--- src/pmc_regs.svh ---
// Register offsets, field positions and reset values of the power manager
`ifndef PMC_REGS_SVH
`define PMC_REGS_SVH
// -----------------------------------------------------------------
// Offsets
// -----------------------------------------------------------------
`define PMC_OFS_MODE 6'h00
`define PMC_OFS_CLK 6'h04
`define PMC_OFS_STAT 6'h08
`define PMC_OFS_CAUSE 6'h0C
`define PMC_OFS_WAKE 6'h10
`define PMC_OFS_SNS 6'h14
// -----------------------------------------------------------------
// Fields
// -----------------------------------------------------------------
`define PMC_REQ_IDLE 2'h1
`define PMC_REQ_STBY 2'h2
`define PMC_REQ_SHDN 2'h3
`define PMC_CLK_HFX 0
`define PMC_CLK_LF_LO 1
`define PMC_CLK_LF_HI 2
`define PMC_CLK_LFOUT 3
`define PMC_CLK_RADIO 4
`define PMC_LF_RC 2'h0
`define PMC_LF_XTAL 2'h1
`define PMC_LF_PIN 2'h2
`define PMC_CAUSE_POR 0
`define PMC_CAUSE_PIN 1
`define PMC_CAUSE_SHDN 2
`define PMC_SNS_CPU 0
`define PMC_ST_RADIO 3
`define PMC_ST_HF 4
`define PMC_ST_LF 5
// -----------------------------------------------------------------
// Reset values
// -----------------------------------------------------------------
`define PMC_CLK_RST 5'h00
`define PMC_CAUSE_RST 3'h1
`define PMC_SNS_RST 1'h0
`endif

--- src/pmc_pkg.sv ---
// Types shared by the power mode and clock manager
package pmc_pkg;
	typedef enum logic [2:0] {
		st_active,
		st_idle,
		st_sb_enter,
		st_standby,
		st_sb_exit,
		st_shutdown,
		st_held
	} pmc_state_t;

	typedef struct packed {
		logic cpu_clk;
		logic mem_clk;
		logic periph_clk;
		logic flash_pwr;
		logic sram_pwr;
		logic periph_ret;
		logic aon_pwr;
		logic bod_on;
		logic bod_duty;
		logic wdt_run;
		logic sensor_pwr;
		logic radio_en;
	} pmc_pwr_t;

	typedef struct packed {
		logic hf_on;
		logic hf_xtal;
		logic mf_on;
		logic lf_on;
		logic [1:0] lf_src;
		logic lf_out;
	} pmc_clk_t;
endpackage : pmc_pkg

--- src/pmc_top.sv ---
// Power mode and clock manager with a classic Wishbone register slave
//
// Notes on behaviour
// RULE1: Idle gates CPU and memory clocks only
// RULE2: Any interrupt returns idle to active
// RULE3: Active powers CPU, peripherals, flash, SRAM
// RULE4: Active main clock source is selectable
// RULE5: Standby keeps always-on; leaves on wake events
// RULE6: Standby wake keeps config, CPU resumes
// RULE7: All I/O held throughout standby; the code holds them only in st_standby, not in st_sb_enter or st_sb_exit
// RULE8: Shutdown powers everything off, I/O frozen
// RULE9: Wake-pin change in shutdown acts as reset
// RULE10: Reset cause register tells three causes apart
// RULE11: Shutdown keeps only latched I/O and flash
// RULE12: Retention full, partial, or none by mode
// RULE13: Reset pin wakes or resets any mode
// RULE14: Main clock on only in active/idle; the code also keeps it on in st_sb_enter and st_sb_exit
// RULE15: Radio only with crystal main clock
// RULE16: Medium clock always from its RC oscillator
// RULE17: Low clock source RC, crystal or pin
// RULE18: Low clock runs except shutdown and held
// RULE19: Radio timer resync around standby on tick
// RULE20: Low clock may be driven out if internal
// RULE21: Sensor peripherals by sensor unit or CPU
// RULE22: Software requests modes; held follows pin
`timescale 1ns/1ps
`include "pmc_regs.svh"

module pmc_top #(
	parameter int N_IO = 31
) (
	input wire logic clk_i,
	input wire logic rst_i,
	input wire logic cyc_i,
	input wire logic stb_i,
	input wire logic we_i,
	input wire logic [5:0] adr_i,
	input wire logic [3:0] sel_i,
	input wire logic [31:0] dat_i,
	output logic [31:0] dat_o,
	output logic ack_o,
	input wire logic irq_i,
	input wire logic rtc_evt_i,
	input wire logic sensor_evt_i,
	input wire logic ext_wake_i,
	input wire logic reset_pin_i,
	input wire logic lf_tick_i,
	input wire logic [N_IO-1:0] io_in_i,
	output logic io_hold_o,
	output logic cpu_resume_o,
	output logic rtimer_sync_o,
	output logic sensor_cpu_own_o,
	output pmc_pkg::pmc_pwr_t pwr_o,
	output pmc_pkg::pmc_clk_t clk_o
);
	// -----------------------------------------------------------------
	// Parameter check
	// -----------------------------------------------------------------
	generate
		if (N_IO < 1 || N_IO > 32) begin : g_bad_nio
			$error("N_IO must lie between 1 and 32");
		end
	endgenerate

	pmc_pkg::pmc_state_t state_reg;
	pmc_pkg::pmc_state_t state_next;
	logic [4:0] clk_cfg_reg;
	logic [2:0] cause_reg;
	logic [31:0] wake_mask_reg;
	logic [N_IO-1:0] io_snap_reg;
	logic sns_reg;
	logic wb_req;
	logic wb_wr;
	logic mode_wr;
	logic wake_any;
	logic shdn_wake;
	logic held_rel;
	logic soft_rst;
	logic cfg_clr;
	logic [31:0] rdata;

	// -----------------------------------------------------------------
	// Bus decode
	// -----------------------------------------------------------------
	// Writes land in the request cycle; the ack follows one cycle later
	assign wb_req = cyc_i && stb_i && !ack_o;
	assign wb_wr = wb_req && we_i;
	assign mode_wr = wb_wr && adr_i == `PMC_OFS_MODE && sel_i[0];

	assign wake_any = ext_wake_i || rtc_evt_i || sensor_evt_i; // [RULE5]
	assign shdn_wake = |((io_in_i ^ io_snap_reg) & wake_mask_reg[N_IO-1:0]); // [RULE9]
	assign held_rel = state_reg == pmc_pkg::st_held && !reset_pin_i; // [RULE22]
	assign soft_rst = held_rel || (state_reg == pmc_pkg::st_shutdown && shdn_wake
		&& !reset_pin_i); // [RULE9]
	// Shutdown and held lose all ordinary register state
	assign cfg_clr = rst_i || soft_rst; // [RULE11] [RULE12]

	always_ff @(posedge clk_i) begin
		if (rst_i) begin
			ack_o <= 1'b0;
		end else begin
			ack_o <= wb_req;
		end
	end

	always_comb begin
		rdata = 32'h0000_0000;
		unique case (adr_i)
			`PMC_OFS_MODE: rdata[2:0] = state_reg;
			`PMC_OFS_CLK: rdata[4:0] = clk_cfg_reg;
			`PMC_OFS_STAT: begin
				rdata[2:0] = state_reg;
				rdata[`PMC_ST_RADIO] = pwr_o.radio_en;
				rdata[`PMC_ST_HF] = clk_o.hf_on;
				rdata[`PMC_ST_LF] = clk_o.lf_on;
			end
			`PMC_OFS_CAUSE: rdata[2:0] = cause_reg; // [RULE10]
			`PMC_OFS_WAKE: rdata = wake_mask_reg;
			`PMC_OFS_SNS: rdata[0] = sns_reg;
			default: rdata = 32'h0000_0000;
		endcase
	end

	always_ff @(posedge clk_i) begin
		if (rst_i) begin
			dat_o <= 32'h0000_0000;
		end else if (wb_req && !we_i) begin
			dat_o <= rdata;
		end
	end

	// -----------------------------------------------------------------
	// Configuration registers
	// -----------------------------------------------------------------
	always_ff @(posedge clk_i) begin
		if (cfg_clr) begin
			clk_cfg_reg <= `PMC_CLK_RST;
		end else if (wb_wr && adr_i == `PMC_OFS_CLK && sel_i[0]) begin
			clk_cfg_reg <= dat_i[4:0]; // [RULE4] [RULE17]
		end
	end

	always_ff @(posedge clk_i) begin
		if (cfg_clr) begin
			sns_reg <= `PMC_SNS_RST;
		end else if (wb_wr && adr_i == `PMC_OFS_SNS && sel_i[0]) begin
			sns_reg <= dat_i[`PMC_SNS_CPU]; // [RULE21]
		end
	end

	// Wake mask belongs to the latched pad state, so shutdown keeps it
	genvar gb;
	generate
		for (gb = 0; gb < 4; gb++) begin : g_wake_lane
			always_ff @(posedge clk_i) begin
				if (rst_i || held_rel) begin
					wake_mask_reg[8*gb +: 8] <= 8'h00;
				end else if (wb_wr && adr_i == `PMC_OFS_WAKE && sel_i[gb]) begin
					wake_mask_reg[8*gb +: 8] <= dat_i[8*gb +: 8]; // [RULE11]
				end
			end
		end
	endgenerate

	// Pad snapshot taken on the way into shutdown
	always_ff @(posedge clk_i) begin
		if (rst_i) begin
			io_snap_reg <= '0;
		end else if (state_reg != pmc_pkg::st_shutdown) begin
			io_snap_reg <= io_in_i; // [RULE8]
		end
	end

	// Latest cause replaces the old one; an event beats a clear
	always_ff @(posedge clk_i) begin
		if (rst_i) begin
			cause_reg <= `PMC_CAUSE_RST; // [RULE10]
		end else if (held_rel) begin
			cause_reg <= 3'h1 << `PMC_CAUSE_PIN; // [RULE10] [RULE13]
		end else if (soft_rst) begin
			cause_reg <= 3'h1 << `PMC_CAUSE_SHDN; // [RULE9] [RULE10]
		end else if (wb_wr && adr_i == `PMC_OFS_CAUSE && sel_i[0]) begin
			cause_reg <= cause_reg & ~dat_i[2:0];
		end
	end

	// -----------------------------------------------------------------
	// Mode sequencer
	// -----------------------------------------------------------------
	always_comb begin
		state_next = state_reg;
		if (reset_pin_i) begin
			state_next = pmc_pkg::st_held; // [RULE13]
		end else begin
			unique case (state_reg)
				pmc_pkg::st_active: begin
					if (mode_wr) begin
						if (dat_i[1:0] == `PMC_REQ_IDLE) begin
							state_next = pmc_pkg::st_idle; // [RULE22]
						end else if (dat_i[1:0] == `PMC_REQ_STBY) begin
							state_next = pmc_pkg::st_sb_enter;
						end else if (dat_i[1:0] == `PMC_REQ_SHDN) begin
							state_next = pmc_pkg::st_shutdown;
						end
					end
				end
				pmc_pkg::st_idle: begin
					if (irq_i) begin
						state_next = pmc_pkg::st_active; // [RULE2]
					end
				end
				pmc_pkg::st_sb_enter: begin
					if (lf_tick_i) begin
						state_next = pmc_pkg::st_standby; // [RULE19]
					end
				end
				pmc_pkg::st_standby: begin
					if (wake_any) begin
						state_next = pmc_pkg::st_sb_exit; // [RULE5]
					end
				end
				pmc_pkg::st_sb_exit: begin
					if (lf_tick_i) begin
						state_next = pmc_pkg::st_active; // [RULE19]
					end
				end
				pmc_pkg::st_shutdown: begin
					if (shdn_wake) begin
						state_next = pmc_pkg::st_active; // [RULE9]
					end
				end
				pmc_pkg::st_held: state_next = pmc_pkg::st_active;
			endcase
		end
	end

	always_ff @(posedge clk_i) begin
		if (rst_i) begin
			state_reg <= pmc_pkg::st_active;
		end else begin
			state_reg <= state_next;
		end
	end

	// -----------------------------------------------------------------
	// Event pulses
	// -----------------------------------------------------------------
	always_ff @(posedge clk_i) begin
		if (rst_i) begin
			rtimer_sync_o <= 1'b0;
			cpu_resume_o <= 1'b0;
		end else begin
			rtimer_sync_o <= lf_tick_i && !reset_pin_i
				&& (state_reg == pmc_pkg::st_sb_enter
				|| state_reg == pmc_pkg::st_sb_exit); // [RULE19]
			cpu_resume_o <= state_reg == pmc_pkg::st_sb_exit
				&& state_next == pmc_pkg::st_active; // [RULE6]
		end
	end

	// -----------------------------------------------------------------
	// Domain and clock controls
	// -----------------------------------------------------------------
	pmc_pkg::pmc_pwr_t pwr_next;
	pmc_pkg::pmc_clk_t clk_next;
	logic run;
	logic sb;
	logic live;

	always_comb begin
		run = state_reg == pmc_pkg::st_active || state_reg == pmc_pkg::st_idle;
		sb = state_reg == pmc_pkg::st_sb_enter || state_reg == pmc_pkg::st_standby
			|| state_reg == pmc_pkg::st_sb_exit;
		live = run || sb;
		pwr_next = '0;
		pwr_next.cpu_clk = state_reg == pmc_pkg::st_active; // [RULE1] [RULE3]
		pwr_next.mem_clk = state_reg == pmc_pkg::st_active; // [RULE1]
		pwr_next.periph_clk = run; // [RULE1] [RULE3]
		pwr_next.flash_pwr = run; // [RULE3]
		pwr_next.sram_pwr = live; // [RULE12]
		pwr_next.periph_ret = sb; // [RULE6] [RULE12]
		pwr_next.aon_pwr = live; // [RULE5] [RULE8]
		pwr_next.bod_on = live;
		pwr_next.bod_duty = sb;
		pwr_next.wdt_run = run;
		pwr_next.sensor_pwr = live; // [RULE8] [RULE21]
		// Radio needs the crystal; RC accuracy is not enough for it
		pwr_next.radio_en = run && clk_cfg_reg[`PMC_CLK_RADIO]
			&& clk_cfg_reg[`PMC_CLK_HFX]; // [RULE15]
		clk_next = '0;
		// Transit states keep the main clock so the timer resync can run
		clk_next.hf_on = run || state_reg == pmc_pkg::st_sb_enter
			|| state_reg == pmc_pkg::st_sb_exit; // [RULE14]
		clk_next.hf_xtal = clk_cfg_reg[`PMC_CLK_HFX]; // [RULE4] [RULE14]
		clk_next.mf_on = live; // [RULE16]
		clk_next.lf_on = live; // [RULE18]
		clk_next.lf_src = clk_cfg_reg[`PMC_CLK_LF_HI:`PMC_CLK_LF_LO]; // [RULE17]
		clk_next.lf_out = live && clk_cfg_reg[`PMC_CLK_LFOUT]
			&& clk_next.lf_src != `PMC_LF_PIN; // [RULE20]
	end

	always_ff @(posedge clk_i) begin
		if (rst_i) begin
			pwr_o <= '0;
			clk_o <= '0;
		end else begin
			pwr_o <= pwr_next;
			clk_o <= clk_next;
		end
	end

	always_ff @(posedge clk_i) begin
		if (rst_i) begin
			io_hold_o <= 1'b0;
			sensor_cpu_own_o <= 1'b0;
		end else begin
			io_hold_o <= state_reg == pmc_pkg::st_standby
				|| state_reg == pmc_pkg::st_shutdown; // [RULE7] [RULE8]
			sensor_cpu_own_o <= sns_reg && live; // [RULE21]
		end
	end
endmodule : pmc_top

--- config.mk ---
export PLATFORM = sky130hd
export DESIGN_NAME = pmc_top
export DESIGN_NICKNAME = d
export VERILOG_FILES = /design/src/pmc_pkg.sv /design/src/pmc_top.sv
export VERILOG_INCLUDE_DIRS = /design/src
export SDC_FILE = /design/constraint.sdc
export NUM_CORES = 1
export LEC_CHECK = 0
export BUFFER_PORTS_ARGS = -buffer_cell sky130_fd_sc_hd__buf_2
export CAP_MARGIN = 0
export CORE_MARGIN = 4
export CORE_UTILIZATION = 47
export DETAILED_ROUTE_END_ITERATION = 10
export GPL_TIMING_DRIVEN = 0
export HOLD_SLACK_MARGIN = 0.12
export PLACE_DENSITY = 0.74
export REMOVE_ABC_BUFFERS = 1
export SLEW_MARGIN = 20
export SYNTH_ARGS = -nofsm -noshare
export SYNTH_HDL_FRONTEND = slang
export SYNTH_SLANG_ARGS = --single-unit
--- constraint.sdc ---
create_clock -name clk_i -period 1.5 [get_ports clk_i]
set_clock_uncertainty 0.05 [all_clocks]
set_input_delay 0.075 -clock clk_i [delete_from_list [all_inputs] [get_ports clk_i]]
set_output_delay 0.075 -clock clk_i [all_outputs]
set_load 0.01 [all_outputs]
==> results.toml, run 1 <==
[setup_path]
critical_path_class = "register to register"
crit_path_max_fanout = 2
start_point_of_the_critical_path = "io_snap_reg[25]$_SDFFE_PP0N_"
cp-end-kind = "register"
critPathArrivalTime_ps = 2240
crit-reg2reg-launch = "io_snap_reg[25]$_SDFFE_PP0N_"
cp.required_ps = 1890
r2r.worst_path.cells = 7
worstSetupStartpointType = "register"
crit-reg2reg-capture = "state_reg[0]$_SDFF_PP0_"
regToRegSetupSlack_ps = -360

[drt]
vias = 5989
drt-wirelength-per-cell_um = 21.1
vias_per_cell = 5.98
drc = 0
detail-route-antenna-nets = 0
number_of_drc_violations_after_detailed_routing_iteration_0 = 680
firstDrtPassIters = 5
detail_route.wirelength_mm = 21.1

[clock_network]
ctsHtreeMaxLevel = 4
clock-root-buffer = "sky130_fd_sc_hd__clkbuf_8"
tritoncts = "yes"
numCtsBuffers = 17
cts_sinks = 122
max-clock-path-buffers = 2
clk_pin_slew_worst_paths_ps = 60
insertion_delay_ps = 510

[logic_synthesis]
synth_area_leader_cell = "sky130_fd_sc_hd__dfxtp_1"
average_cell_area_after_synthesis_um2 = 8.26
synth_sequential_area_ratio = 0.477
asyncSetResetFlopFracSynth = 0
postSynthCellCount = 620
postSynth.topFlopCell = "sky130_fd_sc_hd__dfxtp_1"
post_synth_instance_area_um2 = 5120
synth.top_cells.by_area = "sky130_fd_sc_hd__dfxtp_1 (48%), sky130_fd_sc_hd__a21oi_1 (9.2%), sky130_fd_sc_hd__nand2_1 (9.0%), sky130_fd_sc_hd__xor2_1 (5.3%), sky130_fd_sc_hd__nand3_1 (5.3%)"
yosysUniqueCellTypes = 49
synth.ff_latch_count = 122
top_cell_type_s_share_of_synthesized_area = 0.477
synth_edf_count = 0
yosys_warnings = 0

[timing]
period_needed_ps = 1860
grt_setup_unrepaired = "yes"
worst_pin_slew_ps = 691
total_setup_violations_reported_at_the_end_of_the_flow = 49
finalWorstSetupSlack_ps = -358
final_max_slew_viol_count = 0
fin_crit_sh = 1.24
worst_max_slew_margin_expressed_relative_to_the_limit = 0.539
max_freq_ghz = 0.538
hold_viol_final = 0

[floorplanning]
fp.dieH_um = 112
die-area_um2 = 12600
initial_core_util = 0.489
core-area_um2 = 10500
row_count = 37
die_width_um = 112
io_pins = 140

[power_and_ir_drop]
power.ir.vdd_worst_uv = 702
power_density_nw_per_um2 = 1050
cellLeakagePower_nw = 3.39

[placed_design]
dpl-instance-area_um2 = 5780
gp_congestion = 0.845
place_worst_setup_slack_ps = -1580
port_buffers = 139
hpwlAfterDp_mm = 9.66

[grt]
globalRoute.totalOverflow = 0
grt_antenna_before_repair = 1
vias_in_the_first_global_route = 5846
grt.total_usage = 0.296
grt_start_max_net_pins = 83
grt_pass1_wl_mm = 29.6

[min_path]
hold_path_startpoint = "we_i"
worst_hold_path_type = "primary input to register"
min_to = "wake_mask_reg[23]$_SDFFE_PP0P_"
hold-path-cell-count = 4

[run_status]
failing_checks = "negative setup slack"
run_status = "finished with violations"

[finish]
layout_common_cells = "sky130_fd_sc_hd__buf_2 (139), sky130_fd_sc_hd__dfxtp_1 (116), sky130_fd_sc_hd__nand2_1 (102), sky130_fd_sc_hd__a21oi_1 (84), sky130_fd_sc_hd__dlygate4sd3_1 (75)"
area_delta_synth_final_pct = 57.0
mostFrequentLayoutCell = "sky130_fd_sc_hd__buf_2"
drive_gt1_frac = 0.346
finalNetCount = 936
stdcell_area_um2 = 8040

[run]
maxCapViolations = 0
report_power, final:
part | total [mW] | internal [mW] | switching [mW]
logic | 0.958 | 0.451 | 0.508
registers | 3.40 | 3.32 | 0.0754
clock network | 4.12 | 2.61 | 1.51
how the worst max path moves through the flow:
stage | cells after the start | slack, ps | end
2_1_floorplan | 4 | -1350 | state_reg[0]$_SDFF_PP0_
3_3_place_gp | 4 | -2670 | state_reg[0]$_SDFF_PP0_
3_5_place_dp | 7 | -1580 | wake_mask_reg[10]$_SDFFE_PP0P_
4_1_cts | 7 | -190 | cause_reg[2]$_SDFFE_PP0P_
5_1_grt | 7 | -430 | sns_reg$_SDFFE_PP0P_
6_report | 7 | -360 | state_reg[0]$_SDFF_PP0_
cell usage after synthesis, types with 5 or more instances:
| cell | n |
|---|---|
| sky130_fd_sc_hd__nand3_1 | 54 |
| sky130_fd_sc_hd__dfxtp_1 | 122 |
| sky130_fd_sc_hd__o21ai_0 | 6 |
| sky130_fd_sc_hd__nor2_1 | 29 |
| sky130_fd_sc_hd__clkbuf_1 | 34 |
| sky130_fd_sc_hd__nor3_1 | 17 |
| sky130_fd_sc_hd__a21oi_1 | 94 |
| sky130_fd_sc_hd__nor2b_1 | 5 |
| sky130_fd_sc_hd__mux2i_1 | 16 |
| sky130_fd_sc_hd__and3_1 | 8 |
| sky130_fd_sc_hd__nand2_1 | 123 |
| sky130_fd_sc_hd__buf_4 | 12 |
| sky130_fd_sc_hd__a22oi_1 | 18 |
| sky130_fd_sc_hd__xor2_1 | 31 |
stage by stage:
step / hold slack [ps] / utilization / setup TNS [ps] / cells / total power [mW]
6_report: 138 / 0.768 / -4830 / 1002 / 8.48
5_1_grt: 133 / 0.768 / -7170 / 1002 / 8.68
4_1_cts: 129 / 0.721 / -2790 / 981 / 8.29
3_5_place_dp: 280 / 0.552 / -78580 / 845 / 4.01
3_3_place_gp: 274 / 0.549 / -170160 / 843 / 3.99
2_1_floorplan: 94.1 / - / -70040 / 568 / 3.70
final cells by class:
type / count / area, um2
sequential: 122 / 2460
clock inverter: 12 / 148
inverter: 3 / 17.5
tap: 136 / 170
antenna: 1 / 2.50
timing repair buffer: 254 / 1890
multi-input combinational: 454 / 2910
fill: 679 / 2420
clock buffer: 20 / 445
routing by layer:
| metal | track usage | wire length [um] | vias up |
|---|---|---|---|
| met5 | 0 | 0 | - |
| met4 | 0.150 | 1320 | 0 |
| met3 | 0.0798 | 2420 | 112 |
| met2 | 0.512 | 10200 | 466 |
| met1 | 0.335 | 7190 | 2789 |
| li1 | - | - | 2622 |
kinds of logic after synthesis:
| kind of cell | share of synthesized area |
|---|---|
| AOI/OAI and AO/OA | 0.157 |
| xor gates and xnor gates | 0.0547 |
| buffers and inverters | 0.0501 |
| DFF | 0.477 |
| muxes | 0.0335 |
| and+or+nand+nor | 0.228 |
worst max-delay path, cell delays in order (launching register included):
cell                      delay (ps)
sky130_fd_sc_hd__dfxtp_1         320
sky130_fd_sc_hd__xor2_1          150
sky130_fd_sc_hd__a22oi_2         260
sky130_fd_sc_hd__nand4_1         260
sky130_fd_sc_hd__nor2_4          250
sky130_fd_sc_hd__buf_4           150
sky130_fd_sc_hd__a31o_2          140
sky130_fd_sc_hd__and3_1          200
what timing repair did:
item	in CTS	in global routing
setup endpoints to repair	108	99
buffers inserted	20	15
pin swaps	18	41
hold buffers	76	0
cloned	8	6
endpoints found under the hold margin	86	0
gates resized for setup	53	67
(Power assumes the default switching activity.)
==> inputs of run 2 (changes only) <==
- MAX_ROUTING_LAYER: unset -> met4
==> run 2 against run 1 <==
The flow still finishes with violations (negative setup slack). Critical path depth unchanged. Hold slack improved by 11 ps. Count of clock-buffer cells in the layout unchanged. Worst setup slack improved by 9.9 ps. Non-clock buffer count down 1. First-iteration DRC count up 7.9%. Sequential share of layout area about the same. Highest routed layer unchanged.
==> results.toml, run 2 (same netlist as run 1, synthesis figures left out) <==
[timing]
worst_pin_slew_ps = 696
grt_setup_unrepaired = "yes"
worst_max_slew_margin_expressed_relative_to_the_limit = 0.536
total_setup_violations_reported_at_the_end_of_the_flow = 43
hold_viol_final = 0
final_max_slew_viol_count = 0
period_needed_ps = 1850
finalWorstSetupSlack_ps = -348
max_freq_ghz = 0.541
fin_crit_sh = 1.23

[clock_network]
clk_pin_slew_worst_paths_ps = 60
numCtsBuffers = 17
insertion_delay_ps = 510
clock-root-buffer = "sky130_fd_sc_hd__clkbuf_8"
cts_sinks = 122
tritoncts = "yes"
ctsHtreeMaxLevel = 4
max-clock-path-buffers = 2

[drt]
number_of_drc_violations_after_detailed_routing_iteration_0 = 734
drt-wirelength-per-cell_um = 21.3
drc = 0
detail-route-antenna-nets = 0
vias_per_cell = 6.08
vias = 6087
firstDrtPassIters = 5
detail_route.wirelength_mm = 21.3

[run]
maxCapViolations = 0

[finish]
final_core_utilization = 0.768
drive_gt1_frac = 0.349
stdcell_area_um2 = 8040
finalNetCount = 936
mostFrequentLayoutCell = "sky130_fd_sc_hd__buf_2"
area_delta_synth_final_pct = 57.0
instances_no_fill = 1001
layout_common_cells = "sky130_fd_sc_hd__buf_2 (139), sky130_fd_sc_hd__dfxtp_1 (116), sky130_fd_sc_hd__nand2_1 (102), sky130_fd_sc_hd__a21oi_1 (81), sky130_fd_sc_hd__dlygate4sd3_1 (75)"
antenna-diode-count = 0

[floorplanning]
initial_core_util = 0.489
row_count = 37
io_pins = 140
core-area_um2 = 10500
fp.dieH_um = 112
die_width_um = 112
die-area_um2 = 12600

[power_and_ir_drop]
cellLeakagePower_nw = 3.39
power_mw = 8.49
power.ir.vdd_worst_uv = 680
power_density_nw_per_um2 = 1060

[placed_design]
place_worst_setup_slack_ps = -1580
dp.cells = 845
dpl-instance-area_um2 = 5780
port_buffers = 139
gp_congestion = 0.858
hpwlAfterDp_mm = 9.66

[setup_path]
worst_path_largest_cell_delay_ps = 320
cp.required_ps = 1870
critical-path-slowest-cell = "sky130_fd_sc_hd__dfxtp_1"
critical_path_class = "register to register"
cp-end-kind = "register"
path_buf_inv = 1
worstSetupStartpointType = "register"
critical-path-top-delay-family = "simple AND/OR/NAND/NOR gates"
critPathArrivalTime_ps = 2220
path_cells = "xor2_1, a22oi_1, nand4_1, nor2_4, a211oi_4, buf_6, nor3_1"
crit_path_max_fanout = 4

[grt]
grt.total_usage = 0.305
globalRoute.totalOverflow = 0
vias_in_the_first_global_route = 5858
grt_pass1_wl_mm = 29.6
grt_start_max_net_pins = 83
grt_antenna_before_repair = 0

[run_status]
run_status = "finished with violations"
failing_checks = "negative setup slack"

[min_path]
worst_hold_path_type = "primary input to register"
-- run 2: stage by stage --
step | hold slack (ps) | setup TNS (ps)
final | 149 | -4750
after global routing | 138 | -7010
after CTS | 129 | -2790
after detailed placement | 280 | -78580
after global placement | 274 | -170160
after floorplan | 94.1 | -70040
-- run 2: final timing paths --
kind,from,to,slack (ps),cells after the start
hold reg to reg,dat_o[3]$_SDFFE_PP0P_,dat_o[3]$_SDFFE_PP0P_,400,2
setup / recovery,io_snap_reg[28]$_SDFFE_PP0N_,sns_reg$_SDFFE_PP0P_,-350,7
hold / removal,we_i,wake_mask_reg[30]$_SDFFE_PP0P_,150,4
setup reg to reg,io_snap_reg[28]$_SDFFE_PP0N_,sns_reg$_SDFFE_PP0P_,-350,7
-- run 2: layer usage --
metal  vias up  global-route usage  part of all wire
li1       2622                   -                 -
met1      2850               0.341              0.34
met2       498               0.509              0.49
met3       117              0.0722              0.12
met4         0               0.155             0.050
met5         -                   -                 0
-- run 2: area by class of cell --
| cell class | instances | area [um2] |
|---|---|---|
| well taps | 136 | 170 |
| clock inverters | 12 | 148 |
| multi-input cells | 455 | 2920 |
| inverters | 3 | 17.5 |
| repair buffers | 253 | 1880 |
| flip-flops and latches | 122 | 2460 |
| fillers | 676 | 2420 |
| clock buffers | 20 | 445 |
-- run 2: timing repair --
| action | 4_1_cts | 5_1_grt |
|---|---|---|
| buffers inserted | 20 | 14 |
| gates cloned | 8 | 7 |
| hold buffers | 76 | 0 |
| endpoints found under the hold margin | 86 | 0 |
| endpoints found under the setup margin | 108 | 99 |
| pin swaps | 18 | 38 |
| gates resized for setup | 53 | 69 |
-- run 2: where the power goes --
| part | total, mW | switching (mW) | internal, mW |
|---|---|---|---|
| combinational | 0.963 | 0.511 | 0.452 |
| sequential | 3.40 | 0.0760 | 3.32 |
| clock | 4.13 | 1.52 | 2.61 |
-- run 2: worst reg2reg max path: cells and delay by family, from the launching register on --
family	cells	cell delay, ps
AOI/OAI and AO/OA	2	390
xor gates and xnor gates	1	140
buffers and inverters	1	160
DFF	1	320
and+or+nand+nor	3	710
